--- src/rtl/tbsl_pkg.sv ---
package tbsl_pkg;
   // word and frame geometry
   localparam int WORD_W = 10;
   localparam int FRAME_W = 12;
   localparam int FRAME_HALF = 6;
   localparam int CNT_W = 4;
   // bit positions inside a 12-bit frame, bit 0 leaves the pin first
   localparam int START_POS = 0;
   localparam int STOP_POS = 11;
   // sync burst length in symbols and its counter width
   localparam int SYNC_MIN = 1024;
   localparam int SYNC_W = 11;
   // consecutive frames with bad clock bits that drop lock
   localparam int LOCK_LOSS = 4;
   localparam int BAD_W = 3;
   // sync symbol: five ones then five zeros between the clock bits
   localparam logic [9:0] SYNC_WORD = 10'h001F;
   localparam logic [11:0] SYNC_FRAME = {1'b0, SYNC_WORD, 1'b1};
   localparam logic [9:0] WORD_RST = 10'h0000;
   localparam logic [11:0] FRAME_RST = 12'h0000;

   // every pin that enters from outside the ref_clk domain
   typedef struct packed {
      logic alignA;
      logic alignB;
      logic txEdgeSel;
      logic txClk;
      logic driveEn;
      logic sleepN;
      logic rxEdgeSel;
      logic outEn;
      logic serP;
      logic serN;
      logic [WORD_W-1:0] dataIn;
   } tbsl_pins_s;

   // serializer state
   typedef struct packed {
      logic [FRAME_W-1:0] shift;
      logic [CNT_W-1:0] bitCnt;
      logic [SYNC_W-1:0] syncLeft;
      logic prevClk;
      logic pend;
      logic [WORD_W-1:0] pendWord;
      logic [WORD_W-1:0] lastWord;
      logic serP;
      logic serN;
      logic serOe;
   } tbsl_tx_s;

   // deserializer state
   typedef struct packed {
      logic [FRAME_W-1:0] win;
      logic lastBit;
      logic locked;
      logic [CNT_W-1:0] phase;
      logic [BAD_W-1:0] badCnt;
      logic [WORD_W-1:0] holdWord;
      logic [WORD_W-1:0] outWord;
      logic rclk;
      logic unsyncN;
      logic outOe;
   } tbsl_rx_s;
endpackage

--- src/rtl/tbsl_sync.sv ---
`timescale 1ns/1ns
// two-flop synchroniser bank for asynchronous pins
module tbsl_sync #(
   parameter int W = 1
) (
   // clock and reset
   input wire logic ref_clk,
   input wire logic rst,
   // raw and synchronised levels
   input wire logic [W-1:0] d,
   output logic [W-1:0] q
);
   typedef struct packed {
      logic [W-1:0] meta;
      logic [W-1:0] stable;
   } tbsl_sync_s;

   tbsl_sync_s s_q;
   tbsl_sync_s s_d;

   // meta stage feeds only the stable stage
   always_comb begin
      s_d.meta = d;
      s_d.stable = s_q.meta;
   end

   // register both stages, clear on reset
   always_ff @(posedge ref_clk) begin
      if (rst) begin
         s_q <= '0;
      end else begin
         s_q <= s_d;
      end
   end

   assign q = s_q.stable;
endmodule

--- src/rtl/tbsl_link.sv ---
`timescale 1ns/1ns
// Contract
// capture 10-bit word on active transmit edge
// edge select chooses rising or falling strobe
// drive enable low tri-states serial legs
// sleep stops everything, all outputs tri-stated
// host clock stays within word rate limits; bench host strobes every 8 ref_clk cycles, frame is 12
// sync request sends at least 1024 symbols
// sync continues while request stays high
// both align requests are ORed together
// output word updates on selected recovered edge
// unsynced flag low only while locked
// recovered clock runs at word rate
// output enable low tri-states receive outputs
// system supplies the reference clock
// sync frames lock and show sync word
// controller waits for lock before disabling
// two clock bits framed around each word
// four bad frames in row drop lock
// host may loop lock flag to request
// frame is high bit, data LSB first, low
// data passes unchanged end to end
module tbsl_link
   import tbsl_pkg::*;
(
   // clock and reset
   input wire logic ref_clk,
   input wire logic rst,
   // serializer host pins
   input wire logic [WORD_W-1:0] parallelInWord,
   input wire logic transmitClock,
   input wire logic txEdgeSelect,
   input wire logic alignRequestA,
   input wire logic alignRequestB,
   input wire logic serialDriveEnable,
   // shared sleep pin, low puts both halves to sleep
   input wire logic sleepN,
   // serial line out
   output logic serialOutP,
   output logic serialOutN,
   output logic serialOutOe,
   // serial line in
   input wire logic serialInP,
   input wire logic serialInN,
   // deserializer host pins
   input wire logic rxEdgeSelect,
   input wire logic parallelOutEnable,
   output logic [WORD_W-1:0] parallelOutWord,
   output logic recoveredClock,
   output logic linkUnsyncedN,
   output logic parallelOutOe
);
   tbsl_pins_s pinRaw; // pins as they arrive
   tbsl_pins_s pinS; // pins after two flops
   // whole state of the link in one word
   typedef struct packed {
      tbsl_tx_s tx;
      tbsl_rx_s rx;
   } tbsl_state_s;
   tbsl_state_s st_q; // registered state
   tbsl_state_s st_d; // next state
   tbsl_tx_s tx_q; // serializer view of st_q
   tbsl_tx_s tx_d; // serializer part of st_d
   tbsl_rx_s rx_q; // deserializer view of st_q
   tbsl_rx_s rx_d; // deserializer part of st_d
   logic txEdge; // chosen strobe edge seen this cycle
   logic syncReq; // merged align request
   logic frameEnd; // last bit of the current frame on the line
   logic rxBit; // decoded line bit
   logic frameDone; // a full frame sits in the receive window
   logic frameGood; // its clock bits are valid

   // frame builder, used for both data and idle repeats
   function automatic logic [FRAME_W-1:0] mkFrame(input logic [WORD_W-1:0] w);
      mkFrame = {1'b0, w, 1'b1};
   endfunction

   // pack raw pins for the synchroniser
   always_comb begin
      pinRaw.alignA = alignRequestA;
      pinRaw.alignB = alignRequestB;
      pinRaw.txEdgeSel = txEdgeSelect;
      pinRaw.txClk = transmitClock;
      pinRaw.driveEn = serialDriveEnable;
      pinRaw.sleepN = sleepN;
      pinRaw.rxEdgeSel = rxEdgeSelect;
      pinRaw.outEn = parallelOutEnable;
      pinRaw.serP = serialInP;
      pinRaw.serN = serialInN;
      pinRaw.dataIn = parallelInWord;
   end

   // every pin is asynchronous to ref_clk
   tbsl_sync #(
      .W($bits(tbsl_pins_s))
   ) tbsl_sync_i (
      .ref_clk(ref_clk),
      .rst(rst),
      .d(pinRaw),
      .q(pinS)
   );

   // next state of both halves, serializer first
   always_comb begin
      tx_d = tx_q;
      tx_d.prevClk = pinS.txClk;
      // select strobe edge
      txEdge = pinS.txEdgeSel ? (pinS.txClk & ~tx_q.prevClk)
                              : (~pinS.txClk & tx_q.prevClk);
      // requests are ORed
      syncReq = pinS.alignA | pinS.alignB;
      frameEnd = (tx_q.bitCnt == CNT_W'(STOP_POS));
      // capture word on strobe
      if (txEdge) begin
         tx_d.pendWord = pinS.dataIn;
         tx_d.pend = 1'b1;
      end
      if (frameEnd) begin
         tx_d.bitCnt = '0;
         // burst counter keeps sync going past a short request
         if (tx_q.syncLeft != '0 || syncReq) begin
            tx_d.shift = SYNC_FRAME;
            // reload while request still held
            tx_d.syncLeft = (tx_q.syncLeft != '0) ? tx_q.syncLeft - 1'b1
                                                  : SYNC_W'(SYNC_MIN - 1);
         end else if (tx_d.pend) begin
            // clock bits wrap the fresh word
            tx_d.shift = mkFrame(tx_d.pendWord);
            tx_d.lastWord = tx_d.pendWord;
            tx_d.pend = 1'b0;
         end else begin
            // no new word: repeat the last so the line keeps its clock
            tx_d.shift = mkFrame(tx_q.lastWord);
         end
      end else begin
         tx_d.bitCnt = tx_q.bitCnt + 1'b1;
         // low bit first out
         tx_d.shift = {1'b0, tx_q.shift[FRAME_W-1:1]};
      end
      tx_d.serP = tx_d.shift[START_POS];
      tx_d.serN = ~tx_d.shift[START_POS];
      // drive enable gates the legs
      tx_d.serOe = pinS.driveEn;
      // sleep resets the serializer and floats its outputs
      if (!pinS.sleepN) begin
         tx_d = '0;
         tx_d.bitCnt = CNT_W'(STOP_POS);
      end
      // deserializer next state
      rx_d = rx_q;
      // legs that agree carry no valid level, so hold the last bit
      rxBit = (pinS.serP != pinS.serN) ? pinS.serP : rx_q.lastBit;
      rx_d.lastBit = rxBit;
      rx_d.win = {rxBit, rx_q.win[FRAME_W-1:1]};
      frameGood = rx_d.win[START_POS] & ~rx_d.win[STOP_POS];
      frameDone = rx_q.locked && (rx_q.phase == CNT_W'(STOP_POS));
      if (!rx_q.locked) begin
         // a sync frame filling the whole window gives alignment
         if (rx_d.win == SYNC_FRAME) begin
            rx_d.locked = 1'b1;
            rx_d.phase = '0;
            rx_d.badCnt = '0;
            rx_d.holdWord = rx_d.win[WORD_W:1];
         end
      end else if (frameDone) begin
         rx_d.phase = '0;
         if (frameGood) begin
            // good frame carries the word unchanged
            rx_d.holdWord = rx_d.win[WORD_W:1];
            rx_d.badCnt = '0;
         end else if (rx_q.badCnt == BAD_W'(LOCK_LOSS - 1)) begin
            // lock lost on the fourth bad frame
            rx_d.locked = 1'b0;
            rx_d.badCnt = '0;
         end else begin
            rx_d.badCnt = rx_q.badCnt + 1'b1;
         end
      end else begin
         rx_d.phase = rx_q.phase + 1'b1;
      end
      // clock high for the first half of each word
      rx_d.rclk = rx_d.locked && (rx_d.phase < CNT_W'(FRAME_HALF));
      // word moves on the chosen recovered edge
      if (rx_d.rclk && !rx_q.rclk && pinS.rxEdgeSel) begin
         rx_d.outWord = rx_d.holdWord;
      end else if (!rx_d.rclk && rx_q.rclk && !pinS.rxEdgeSel) begin
         rx_d.outWord = rx_d.holdWord;
      end
      // flag low only while locked
      rx_d.unsyncN = ~rx_d.locked;
      // output enable gates word, flag and clock
      rx_d.outOe = pinS.outEn;
      // sleep drops lock and floats everything
      if (!pinS.sleepN) begin
         rx_d = '0;
         rx_d.unsyncN = 1'b1;
      end
      st_d.tx = tx_d;
      st_d.rx = rx_d;
   end

   // one register for all state; reset parks the serializer at a frame end
   always_ff @(posedge ref_clk) begin
      if (rst) begin
         st_q <= '0;
         st_q.tx.bitCnt <= CNT_W'(STOP_POS);
         st_q.rx.unsyncN <= 1'b1;
      end else begin
         st_q <= st_d;
      end
   end

   // named views of the two halves
   assign tx_q = st_q.tx;
   assign rx_q = st_q.rx;

   // outputs straight from state flops
   assign serialOutP = tx_q.serP;
   assign serialOutN = tx_q.serN;
   assign serialOutOe = tx_q.serOe;
   assign parallelOutWord = rx_q.outWord;
   assign recoveredClock = rx_q.rclk;
   assign linkUnsyncedN = rx_q.unsyncN;
   assign parallelOutOe = rx_q.outOe;

   a_sleep_hiz_all: assert property (
      @(posedge ref_clk) disable iff (rst)
      !pinS.sleepN |=> !serialOutOe && !parallelOutOe && linkUnsyncedN)
      else $error("outputs driven while asleep");

   a_drive_en_hiz: assert property (
      @(posedge ref_clk) disable iff (rst)
      (pinS.sleepN && !pinS.driveEn) |=> !serialOutOe)
      else $error("serial legs driven while disabled");

   a_rx_out_hiz: assert property (
      @(posedge ref_clk) disable iff (rst)
      !pinS.outEn |=> !parallelOutOe)
      else $error("receive outputs driven while disabled");

   a_word_capture: assert property (
      @(posedge ref_clk) disable iff (rst)
      (pinS.sleepN && txEdge)
      |=> (tx_q.pend && tx_q.pendWord == $past(pinS.dataIn))
          || (!tx_q.pend && tx_q.lastWord == $past(pinS.dataIn)))
      else $error("strobed word not captured");

   a_sync_or_req: assert property (
      @(posedge ref_clk) disable iff (rst)
      (pinS.sleepN && frameEnd && (pinS.alignA || pinS.alignB))
      |=> tx_q.shift == SYNC_FRAME && serialOutP)
      else $error("either request must start a sync symbol");

   a_sync_burst_min: assert property (
      @(posedge ref_clk) disable iff (rst)
      (pinS.sleepN && frameEnd && tx_q.syncLeft == '0 && syncReq)
      |=> tx_q.syncLeft == SYNC_W'(SYNC_MIN - 1))
      else $error("sync burst not loaded to full length");

   a_frame_clock_bits: assert property (
      @(posedge ref_clk) disable iff (rst)
      (pinS.sleepN && tx_q.bitCnt == '0)
      |-> tx_q.shift[START_POS] && !tx_q.shift[STOP_POS])
      else $error("frame clock bits wrong");

   a_lock_loss_four: assert property (
      @(posedge ref_clk) disable iff (rst)
      ($fell(rx_q.locked) && $past(pinS.sleepN))
      |-> $past(rx_q.badCnt) == BAD_W'(LOCK_LOSS - 1))
      else $error("lock dropped before four bad frames");

   a_rclk_half_word: assert property (
      @(posedge ref_clk) disable iff (rst || !pinS.sleepN)
      $rose(recoveredClock) |-> recoveredClock [*6] ##1 !recoveredClock)
      else $error("recovered clock high time wrong");
endmodule

--- config.mk ---
export PLATFORM = sky130hd
export DESIGN_NAME = tbsl_link
export DESIGN_NICKNAME = d
export VERILOG_FILES = /design/src/rtl/tbsl_pkg.sv /design/src/rtl/tbsl_sync.sv /design/src/rtl/tbsl_link.sv
export SDC_FILE = /design/constraint.sdc
export NUM_CORES = 1
export LEC_CHECK = 0
export BUFFER_PORTS_ARGS = -buffer_cell sky130_fd_sc_hd__buf_2
export CAP_MARGIN = 20
export CORE_ASPECT_RATIO = 0.75
export CORE_UTILIZATION = 30
export DETAILED_ROUTE_END_ITERATION = 8
export MAX_ROUTING_LAYER = met4
export SYNTH_ARGS = -nofsm -noshare
export SYNTH_HDL_FRONTEND = slang
export SYNTH_SLANG_ARGS = --single-unit
export TNS_END_PERCENT = 50
--- constraint.sdc ---
create_clock -name ref_clk -period 3.3 [get_ports ref_clk]
set_clock_uncertainty 0.05 [all_clocks]
set_input_delay 0.66 -clock ref_clk [delete_from_list [all_inputs] [get_ports ref_clk]]
set_output_delay 0.66 -clock ref_clk [all_outputs]
set_load 0.02 [all_outputs]
==> results.yml, run 1 <==
timing:
  slew_viol_final: 0
  tightest_slew_ns: 0.867
  layout_setup_ws_ns: 0.827
  hold_viol_final: 0
  slew_headroom_pct: 41.9
  setup_viol: 0
  tns_ns: 0
  min_period_ns: 2.47
  finalCritPeriodShare_pct: 75.0
  rsz0062_at_grt: "no"
  fmax_mhz: 404
drt:
  vias: 3200
  drcViolationCount: 0
  drtPass1Iterations: 4
  vias_per_cell: 4.37
  wl_mm: 8.97
  first_iter_violations: 190
  postRouteAntennaNets: 0
  routedWlPerCell_um: 12.2
place:
  io_buffers: 37
  gp_congestion: 0.746
  dpl_cell_area_um2: 5230
  dpl.hpwl_mm: 6.04
  dp_cells: 700
  post-place-ws_ns: 0.858
setup_path:
  cp_top_family: "simple AND/OR/NAND/NOR gates"
  required_ns: 3.54
  path_cells: "nor3_1 -> nand4b_2 -> nor3_4 -> nor2b_1 -> buf_4 -> nor2_1 -> a211oi_1"
  cp-start-kind: "flip-flop"
  cp_max_fo: 12
  rr_worst_depth: 7
  max_stage_delay_ns: 0.44
  r2r_start: "st_q[75]"
  rrSetupSlack_ns: 0.83
  worstSetupEndpointType: "flip-flop"
  rr_endpoint: "st_q[52]"
  path_class: "flip-flop to flip-flop"
  cp.arrival_ns: 2.71
  slowest_stage: "nor3_1"
  critPathBufInv: 1
power_and_ir_drop:
  power_mw: 3.78
  leakagePower_nw: 2.44
  max-vdd-ir-drop_mv: 0.426
  power.density_nw_per_um2: 644
yosys:
  synth_ff_type: "dfxtp_1"
  synth_edf_count: 0
  synth_nets: 504
  yosysWarnings: 0
  yosys-top-cells-area: "dfxtp_1, nor2b_1, nand2_1"
  yosysSeqAreaShare_pct: 54.0
  async_flop_share_pct: 0
  syn_area_um2: 4900
  synth-seq-cells: 132
  synth_area_per_cell_um2: 10.2
  ys_types: 55
  synth_top_area_share_pct: 54.0
  yosys.area.top_type: "dfxtp_1"
  synthCells: 478
min_path:
  hold_start: "st_q[85]"
  hold_path.class: "flip-flop to flip-flop"
  hold_depth: 1
  hold_end: "serialOutN"
job:
  cap_viol_max_count: 0
global_route:
  antenna_found_initial: 0
  grt-ovfl-total: 0
  grt_pass1_vias: 3131
  grt_max_degree: 41
  grt_pass1_wl_mm: 15.0
  grt_use_total_pct: 11.8
status:
  run_status: "finished, final reports clean"
layout:
  nets: 535
  final_cells: 732
  final_cell_mix: "dfxtp_1, nand2_1, nor2b_1"
  stdcell_area_um2: 5860
  layout-drive-gt1-share_pct: 20.1
  area_delta_synth_final_pct: 19.7
  antenna_cells: 0
  final_common_cell: "dfxtp_1"
floorplanning:
  die_x_um: 150
  initial_core_util_pct: 30.7
  io_pins: 38
  core_um2: 16000
  die_h_um: 113
  die_area_um2: 16800
  rows: 40
clock_network:
  htreeDepth: 4
  cts_tree: "yes"
  cts_resized: 0
  postCtsHoldBufs: 0
  post_cts_buffers: 0
  cts-buffers-inserted: 17
  clkTransAtPathRegs_ns: 0.06
  clock_latency_ns: 0.40
  clockBufferDepth: 2
  clock_sinks: 132
  clk_root_buffer_cell: "clkbuf_16"
## final cells by class
type                            count  area (um2)
Fill cell                        1556       10100
Sequential cell                   132        2640
Tap cell                          210         263
Multi-Input combinational cell    301        2030
Clock buffer                       20         457
Clock inverter                     12         179
Inverter                           11        41.3
Timing Repair Buffer               46         253
## layer usage
metal  up-vias  GRT usage, %  wire, um
met3         4          3.29       353
li1       1663             -         -
met5         -             -         0
met4         0          4.08        36
met2        74          16.5      3760
met1      1459          16.1      4820
## worst reg2reg max path: cells and delay by family (launching register included)
kind	cells	cell delay, ns
buffers and inverters	1	0.25
AND/OR/NAND/NOR	5	1.45
AO/OA/AOI/OAI	1	0.28
flip-flops	1	0.34
## cell usage after synthesis (all sizes together), types with 3 or more instances
library cell and instances:
nand2 48, ha 4, a21oi 23, clkbuf 17, mux2 10, nand4 4, dfxtp 132, o21ai 12
o221a 4, a32o 3, nand3 5, nor2 33, nor3 8, and2 16, a211oi 4, xnor2 3
mux2i 17, o211ai 4, o21a 5, and3 3, nand2b 5, nand4b 4, nor2b 47, xor2 7
nand3b 9, buf 17, inv 11
## metrics by stage
step	util (%)	hold WS, ns
after floorplan	-	0.352
after global placement	32.7	0.368
after detailed placement	32.7	0.361
after CTS	36.7	0.371
after global routing	36.7	0.397
final	36.7	0.373
## registers in the layout, summed over array words and instances (netlist names)
register,flops
linkUnsyncedN,1
parallelOutOe,1
parallelOutWord,10
recoveredClock,1
rx_q,29
serialOutN,1
serialOutOe,1
st_q,48
tbsl_sync_i.q,20
tbsl_sync_i.s_d,20
## cells by family (layout without fill, tap and decap cells)
logic type      after synthesis  in the layout  synth area share [%]
compound gates               68             68                  9.61
xor+xnor                     10             10                  1.79
fa+ha+maj                     4              4                  1.02
buf+inv                      45             89                  4.68
flops                       132            132                  54.0
mux                          27             27                  6.80
simple gates                192            192                  22.2
## worst max-delay path by stage
stage	cells past startpoint	slack, ns	startpoint	endpoint
floorplan	7	1.13	rx_q[26]	parallelOutWord[0]
CTS	6	0.86	tbsl_sync_i.q[10]	parallelOutWord[1]
global route	7	0.60	st_q[75]	st_q[52]
detailed placement	6	0.86	tbsl_sync_i.q[10]	parallelOutWord[1]
finish	7	0.83	st_q[75]	st_q[52]
global placement	6	0.90	rst	parallelOutWord[5]
## report_power, final
group	internal (mW)	switching, mW
sequential	1.62	0.0131
clock	1.31	0.676
combinational	0.0678	0.0900
total	3.00	0.779
No activity file was read; power rests on OpenSTA's default activity.
==> inputs of run 2 (changes only) <==
==> constraint.sdc (replaced) <==
create_clock -name ref_clk -period 2.5 [get_ports ref_clk]
set_clock_uncertainty 0.05 [all_clocks]
set_input_delay 0.5 -clock ref_clk [delete_from_list [all_inputs] [get_ports ref_clk]]
set_output_delay 0.5 -clock ref_clk [all_outputs]
set_load 0.02 [all_outputs]
==> run 2 against run 1 <==
Register-to-register slack got worse by 0.62 ns. Flip-flop and latch count unchanged. Utilization decreased by 0.11 points. Global-route usage decreased by 0.21 points. Largest cell class unchanged. Critical path depth increased by 1. Largest power group unchanged.
==> results.yml, run 2 (synthesis gave the netlist of run 1 again) <==
drt:
  drcViolationCount: 0
  routedWlPerCell_um: 11.7
  vias: 3207
  postRouteAntennaNets: 0
  vias_per_cell: 4.38
  drtPass1Iterations: 5
  wl_mm: 8.58
  first_iter_violations: 134
min_path:
  hold_depth: 2
  hold_path.class: "primary input to flip-flop"
layout:
  final_cell_mix: "dfxtp_1, nand2_1, nor2b_1"
  final_util_pct: 36.6
  nFillCells: 1557
  antenna_cells: 0
  nets: 537
  stdcell_area_um2: 5850
  layout-drive-gt1-share_pct: 20.3
  final_common_cell: "dfxtp_1"
  area_delta_synth_final_pct: 19.4
  regMostFlops: "st_q"
  largest_reg_flops: 48
setup_path:
  path_class: "flip-flop to flip-flop"
  rr_worst_depth: 8
  cp-start-kind: "flip-flop"
  cp.arrival_ns: 2.54
  cp_max_fo: 10
  required_ns: 2.75
  worstSetupEndpointType: "flip-flop"
clock_network:
  cts_tree: "yes"
  cts-buffers-inserted: 17
  clk_root_buffer_cell: "clkbuf_16"
  clockBufferDepth: 2
  clkTransAtPathRegs_ns: 0.06
  htreeDepth: 4
  clock_latency_ns: 0.41
  clock_sinks: 132
  post_cts_buffers: 0
floorplanning:
  die_area_um2: 16800
  initial_core_util_pct: 30.7
  die_h_um: 113
  rows: 40
  die_x_um: 150
  core_um2: 16000
  io_pins: 38
timing:
  fmax_mhz: 435
  slew_viol_final: 0
  hold_viol_final: 0
  setup_viol: 0
  finalCritPeriodShare_pct: 91.9
  tightest_slew_ns: 0.640
  min_period_ns: 2.30
  tns_ns: 0
  slew_headroom_pct: 57.4
  rsz0062_at_grt: "no"
global_route:
  grt_max_degree: 33
  grt_pass1_vias: 3196
  grt-ovfl-total: 0
  antenna_found_initial: 0
  grt_pass1_wl_mm: 14.8
  grt_use_total_pct: 11.6
place:
  gp_congestion: 0.755
  dpl_cell_area_um2: 5260
  io_buffers: 37
  dpl.hpwl_mm: 5.88
power_and_ir_drop:
  leakagePower_nw: 2.43
  swShare_pct: 21.3
  pwr-share-seq_pct: 45.3
  clock_power_share_pct: 50.2
  power_mw: 4.77
  max-vdd-ir-drop_mv: 0.476
  internal-power_mw: 3.75
  p_comb_share_pct: 4.5
  power.density_nw_per_um2: 816
  p_sw_mw: 1.02
status:
  run_status: "finished, final reports clean"
job:
  cap_viol_max_count: 0
==> run 2: changes by cell type in the layout (fill, tap and decap cells not counted) <==
| cell | before | now |
|---|---|---|
| buf_12 | 0 | 1 |
| nor3_4 | 1 | 2 |
| buf_4 | 9 | 10 |
| nor3_2 | 2 | 1 |
| bufinv_16 | 4 | 2 |
| clkinv_4 | 3 | 2 |
| inv_6 | 0 | 2 |
==> run 2: per-layer routing <==
metal  up-vias  share of wire (%)  global-route usage (%)
li1       1676                  -                       -
met1      1473                 53                    15.0
met2        52                 42                    16.5
met3         6                3.9                    3.33
met4         0                1.1                    5.10
met5         -                  0                       -
==> run 2: path summary, 6_finish.rpt <==
check	startpoint	end	slack (ns)
hold / removal	parallelInWord[5]	tbsl_sync_i.s_d[5]	0.25
setup / recovery	rx_q[26]	parallelOutWord[8]	0.20
hold reg to reg	tbsl_sync_i.q[15]	serialOutOe	0.38
setup reg to reg	rx_q[26]	parallelOutWord[8]	0.20
==> run 2: worst max-delay path, stage by stage (launching register included) <==
cell,delay [ns]
dfxtp_1,0.37
ha_1,0.27
nor2b_1,0.19
nand4b_1,0.15
nand3_1,0.15
nor3_4,0.19
mux2i_4,0.24
buf_4,0.25
mux2_4,0.32
==> run 2: power by group through the flow <==
stage               Combinational [mW]  Clock (mW)  Sequential [mW]
floorplan                        0.158           0             2.20
global placement                 0.208           0             2.20
detailed placement               0.217           0             2.21
CTS                              0.218        2.45             2.16
global route                     0.241        2.56             2.16
finish                           0.214        2.40             2.16
==> run 2: timing repair <==
| action | CTS | global route |
|---|---|---|
| endpoints found under the hold margin | 0 | 0 |
| hold buffers | 0 | 0 |
| resized for setup | 0 | 1 |
| endpoints found under the setup margin | 0 | 1 |
==> run 2: area by class of cell <==
class / instances / area (um2) / area share [%]
repair buffers: 48 / 280 / 4.79
clock inverters: 11 / 128 / 2.18
inverters: 11 / 41.3 / 0.706
flip-flops and latches: 132 / 2640 / 45.2
multi-input cells: 301 / 2030 / 34.8
clock buffers: 20 / 457 / 7.81
well taps: 210 / 263 / 4.49
==> run 2: per-stage QoR <==
stage	setup slack [ns]	hold WS, ns	std cells
final	0.202	0.248	733
after global routing	0.0323	0.247	733
after CTS	0.176	0.234	733
after detailed placement	0.199	0.361	702
after global placement	0.308	0.371	702
after floorplan	0.328	0.352	478
==> inputs of run 3 (changes only) <==
==> constraint.sdc (replaced) <==
create_clock -name ref_clk -period 2.5 [get_ports ref_clk]
set_clock_uncertainty 0.05 [all_clocks]
set_input_delay 0.375 -clock ref_clk [delete_from_list [all_inputs] [get_ports ref_clk]]
set_output_delay 0.375 -clock ref_clk [all_outputs]
set_load 0.02 [all_outputs]
==> run 3 against run 2 <==
Combinational power grew 2%. Register-to-register slack worse by 0.03 ns. Critical path depth is the same. Clock power rose by 7%. Cell area is 0.49% higher. Worst setup slack worse by 0.034 ns. Fmax decreased by 1.5%. Clock-buffer cell count increased by 2. Global-route usage is 0.33 points higher. Via count rose by 2.0%.
==> results.yml, run 3 (synthesis gave the netlist of run 1 again) <==
layout:
  largest_reg_flops: 48
  area_delta_synth_final_pct: 20.0
  final_common_cell: "dfxtp_1"
  layout-drive-gt1-share_pct: 20.1
  final_util_pct: 36.8
  nFillCells: 1544
  regMostFlops: "st_q"
  final_cell_mix: "dfxtp_1, nand2_1, nor2b_1"
  stdcell_area_um2: 5870
  antenna_cells: 0
  nets: 540
  final_cells: 732
timing:
  min_period_ns: 2.33
  layout_setup_ws_ns: 0.168
  setup_viol: 0
  tns_ns: 0
  fmax_mhz: 429
  slew_viol_final: 0
  holdWs_ns: 0.117
  rsz0062_at_grt: "no"
  hold_viol_final: 0
  slew_headroom_pct: 58.4
  tightest_slew_ns: 0.625
  finalCritPeriodShare_pct: 93.3
setup_path:
  path_cells: "ha_1 -> nor2b_1 -> nand4b_1 -> nand3_1 -> nor3_2 -> mux2i_4 -> buf_4 -> mux2_4"
  cp_max_fo: 10
  max_stage_delay_ns: 0.36
  required_ns: 2.75
  critPathBufInv: 1
  slowest_stage: "dfxtp_1"
  worstSetupEndpointType: "flip-flop"
  path_class: "flip-flop to flip-flop"
  cp-start-kind: "flip-flop"
  cp.arrival_ns: 2.58
  cp_top_family: "simple AND/OR/NAND/NOR gates"
power_and_ir_drop:
  leakagePower_nw: 2.46
  power_mw: 4.95
  max-vdd-ir-drop_mv: 0.541
  power.density_nw_per_um2: 842
clock_network:
  postCtsHoldBufs: 0
  clock_latency_ns: 0.41
  clk_root_buffer_cell: "clkbuf_16"
  cts_resized: 0
  clkTransAtPathRegs_ns: 0.05
  clock_sinks: 132
  cts-buffers-inserted: 17
  htreeDepth: 4
  post_cts_buffers: 0
  clockBufferDepth: 2
  cts_tree: "yes"
global_route:
  grt-ovfl-total: 0
  grt_pass1_vias: 3218
  grt_pass1_wl_mm: 15.0
  antenna_found_initial: 0
  grt_use_total_pct: 11.9
  grt_max_degree: 31
drt:
  vias: 3272
  drcViolationCount: 0
  drtPass1Iterations: 4
  vias_per_cell: 4.47
  routedWlPerCell_um: 12.1
  first_iter_violations: 138
  wl_mm: 8.84
  postRouteAntennaNets: 0
place:
  dp_cells: 705
  dpl.hpwl_mm: 6.10
  io_buffers: 37
  post-place-ws_ns: 0.178
  dpl_cell_area_um2: 5270
  gp_congestion: 0.772
floorplanning:
  die_h_um: 113
  rows: 40
  io_pins: 38
  initial_core_util_pct: 30.7
  die_x_um: 150
  core_um2: 16000
  die_area_um2: 16800
min_path:
  hold_path.class: "primary input to flip-flop"
job:
  cap_viol_max_count: 0
status:
  run_status: "finished, final reports clean"
-- run 3: changes by cell type in the layout (fill, tap and decap cells not counted), sizes merged --
cell / change
clkinvlp: -3
clkbuf: +2
inv: -2
buf: +3
bufinv: +2
clkinv: -3
-- run 3: worst paths after layout --
path,to,start,slack (ns),depth (start not counted)
setup reg to reg,parallelOutWord[4],rx_q[26],0.17,8
hold reg to reg,tbsl_sync_i.q[2],tbsl_sync_i.s_d[2],0.38,1
setup / recovery,parallelOutWord[4],rx_q[26],0.17,8
hold / removal,tbsl_sync_i.s_d[9],parallelInWord[9],0.12,2
-- run 3: layout make-up --
type	instances	area [um2]	share of cell area (%)
repair buffers	51	290	4.94
clock inverters	5	125	2.13
multi-input cells	301	2030	34.5
flip-flops and latches	132	2640	45.0
inverters	11	41.3	0.703
well taps	210	263	4.47
clock buffers	22	484	8.24
-- run 3: metal layers --
metal	part of all wire [%]	global-route usage [%]	up-vias	wire (um)
li1	-	-	1672	-
met2	40	15.9	69	3560
met1	53	15.8	1511	4670
met4	2.7	7.96	0	240
met5	0	-	-	0
met3	4.2	2.80	20	370
-- run 3: power by group --
part | internal, mW | total [mW] | switching (mW) | leakage, nW
Combinational | 0.0955 | 0.219 | 0.124 | 1.09
Clock | 1.74 | 2.57 | 0.825 | 0.300
Sequential | 2.14 | 2.16 | 0.0162 | 1.07
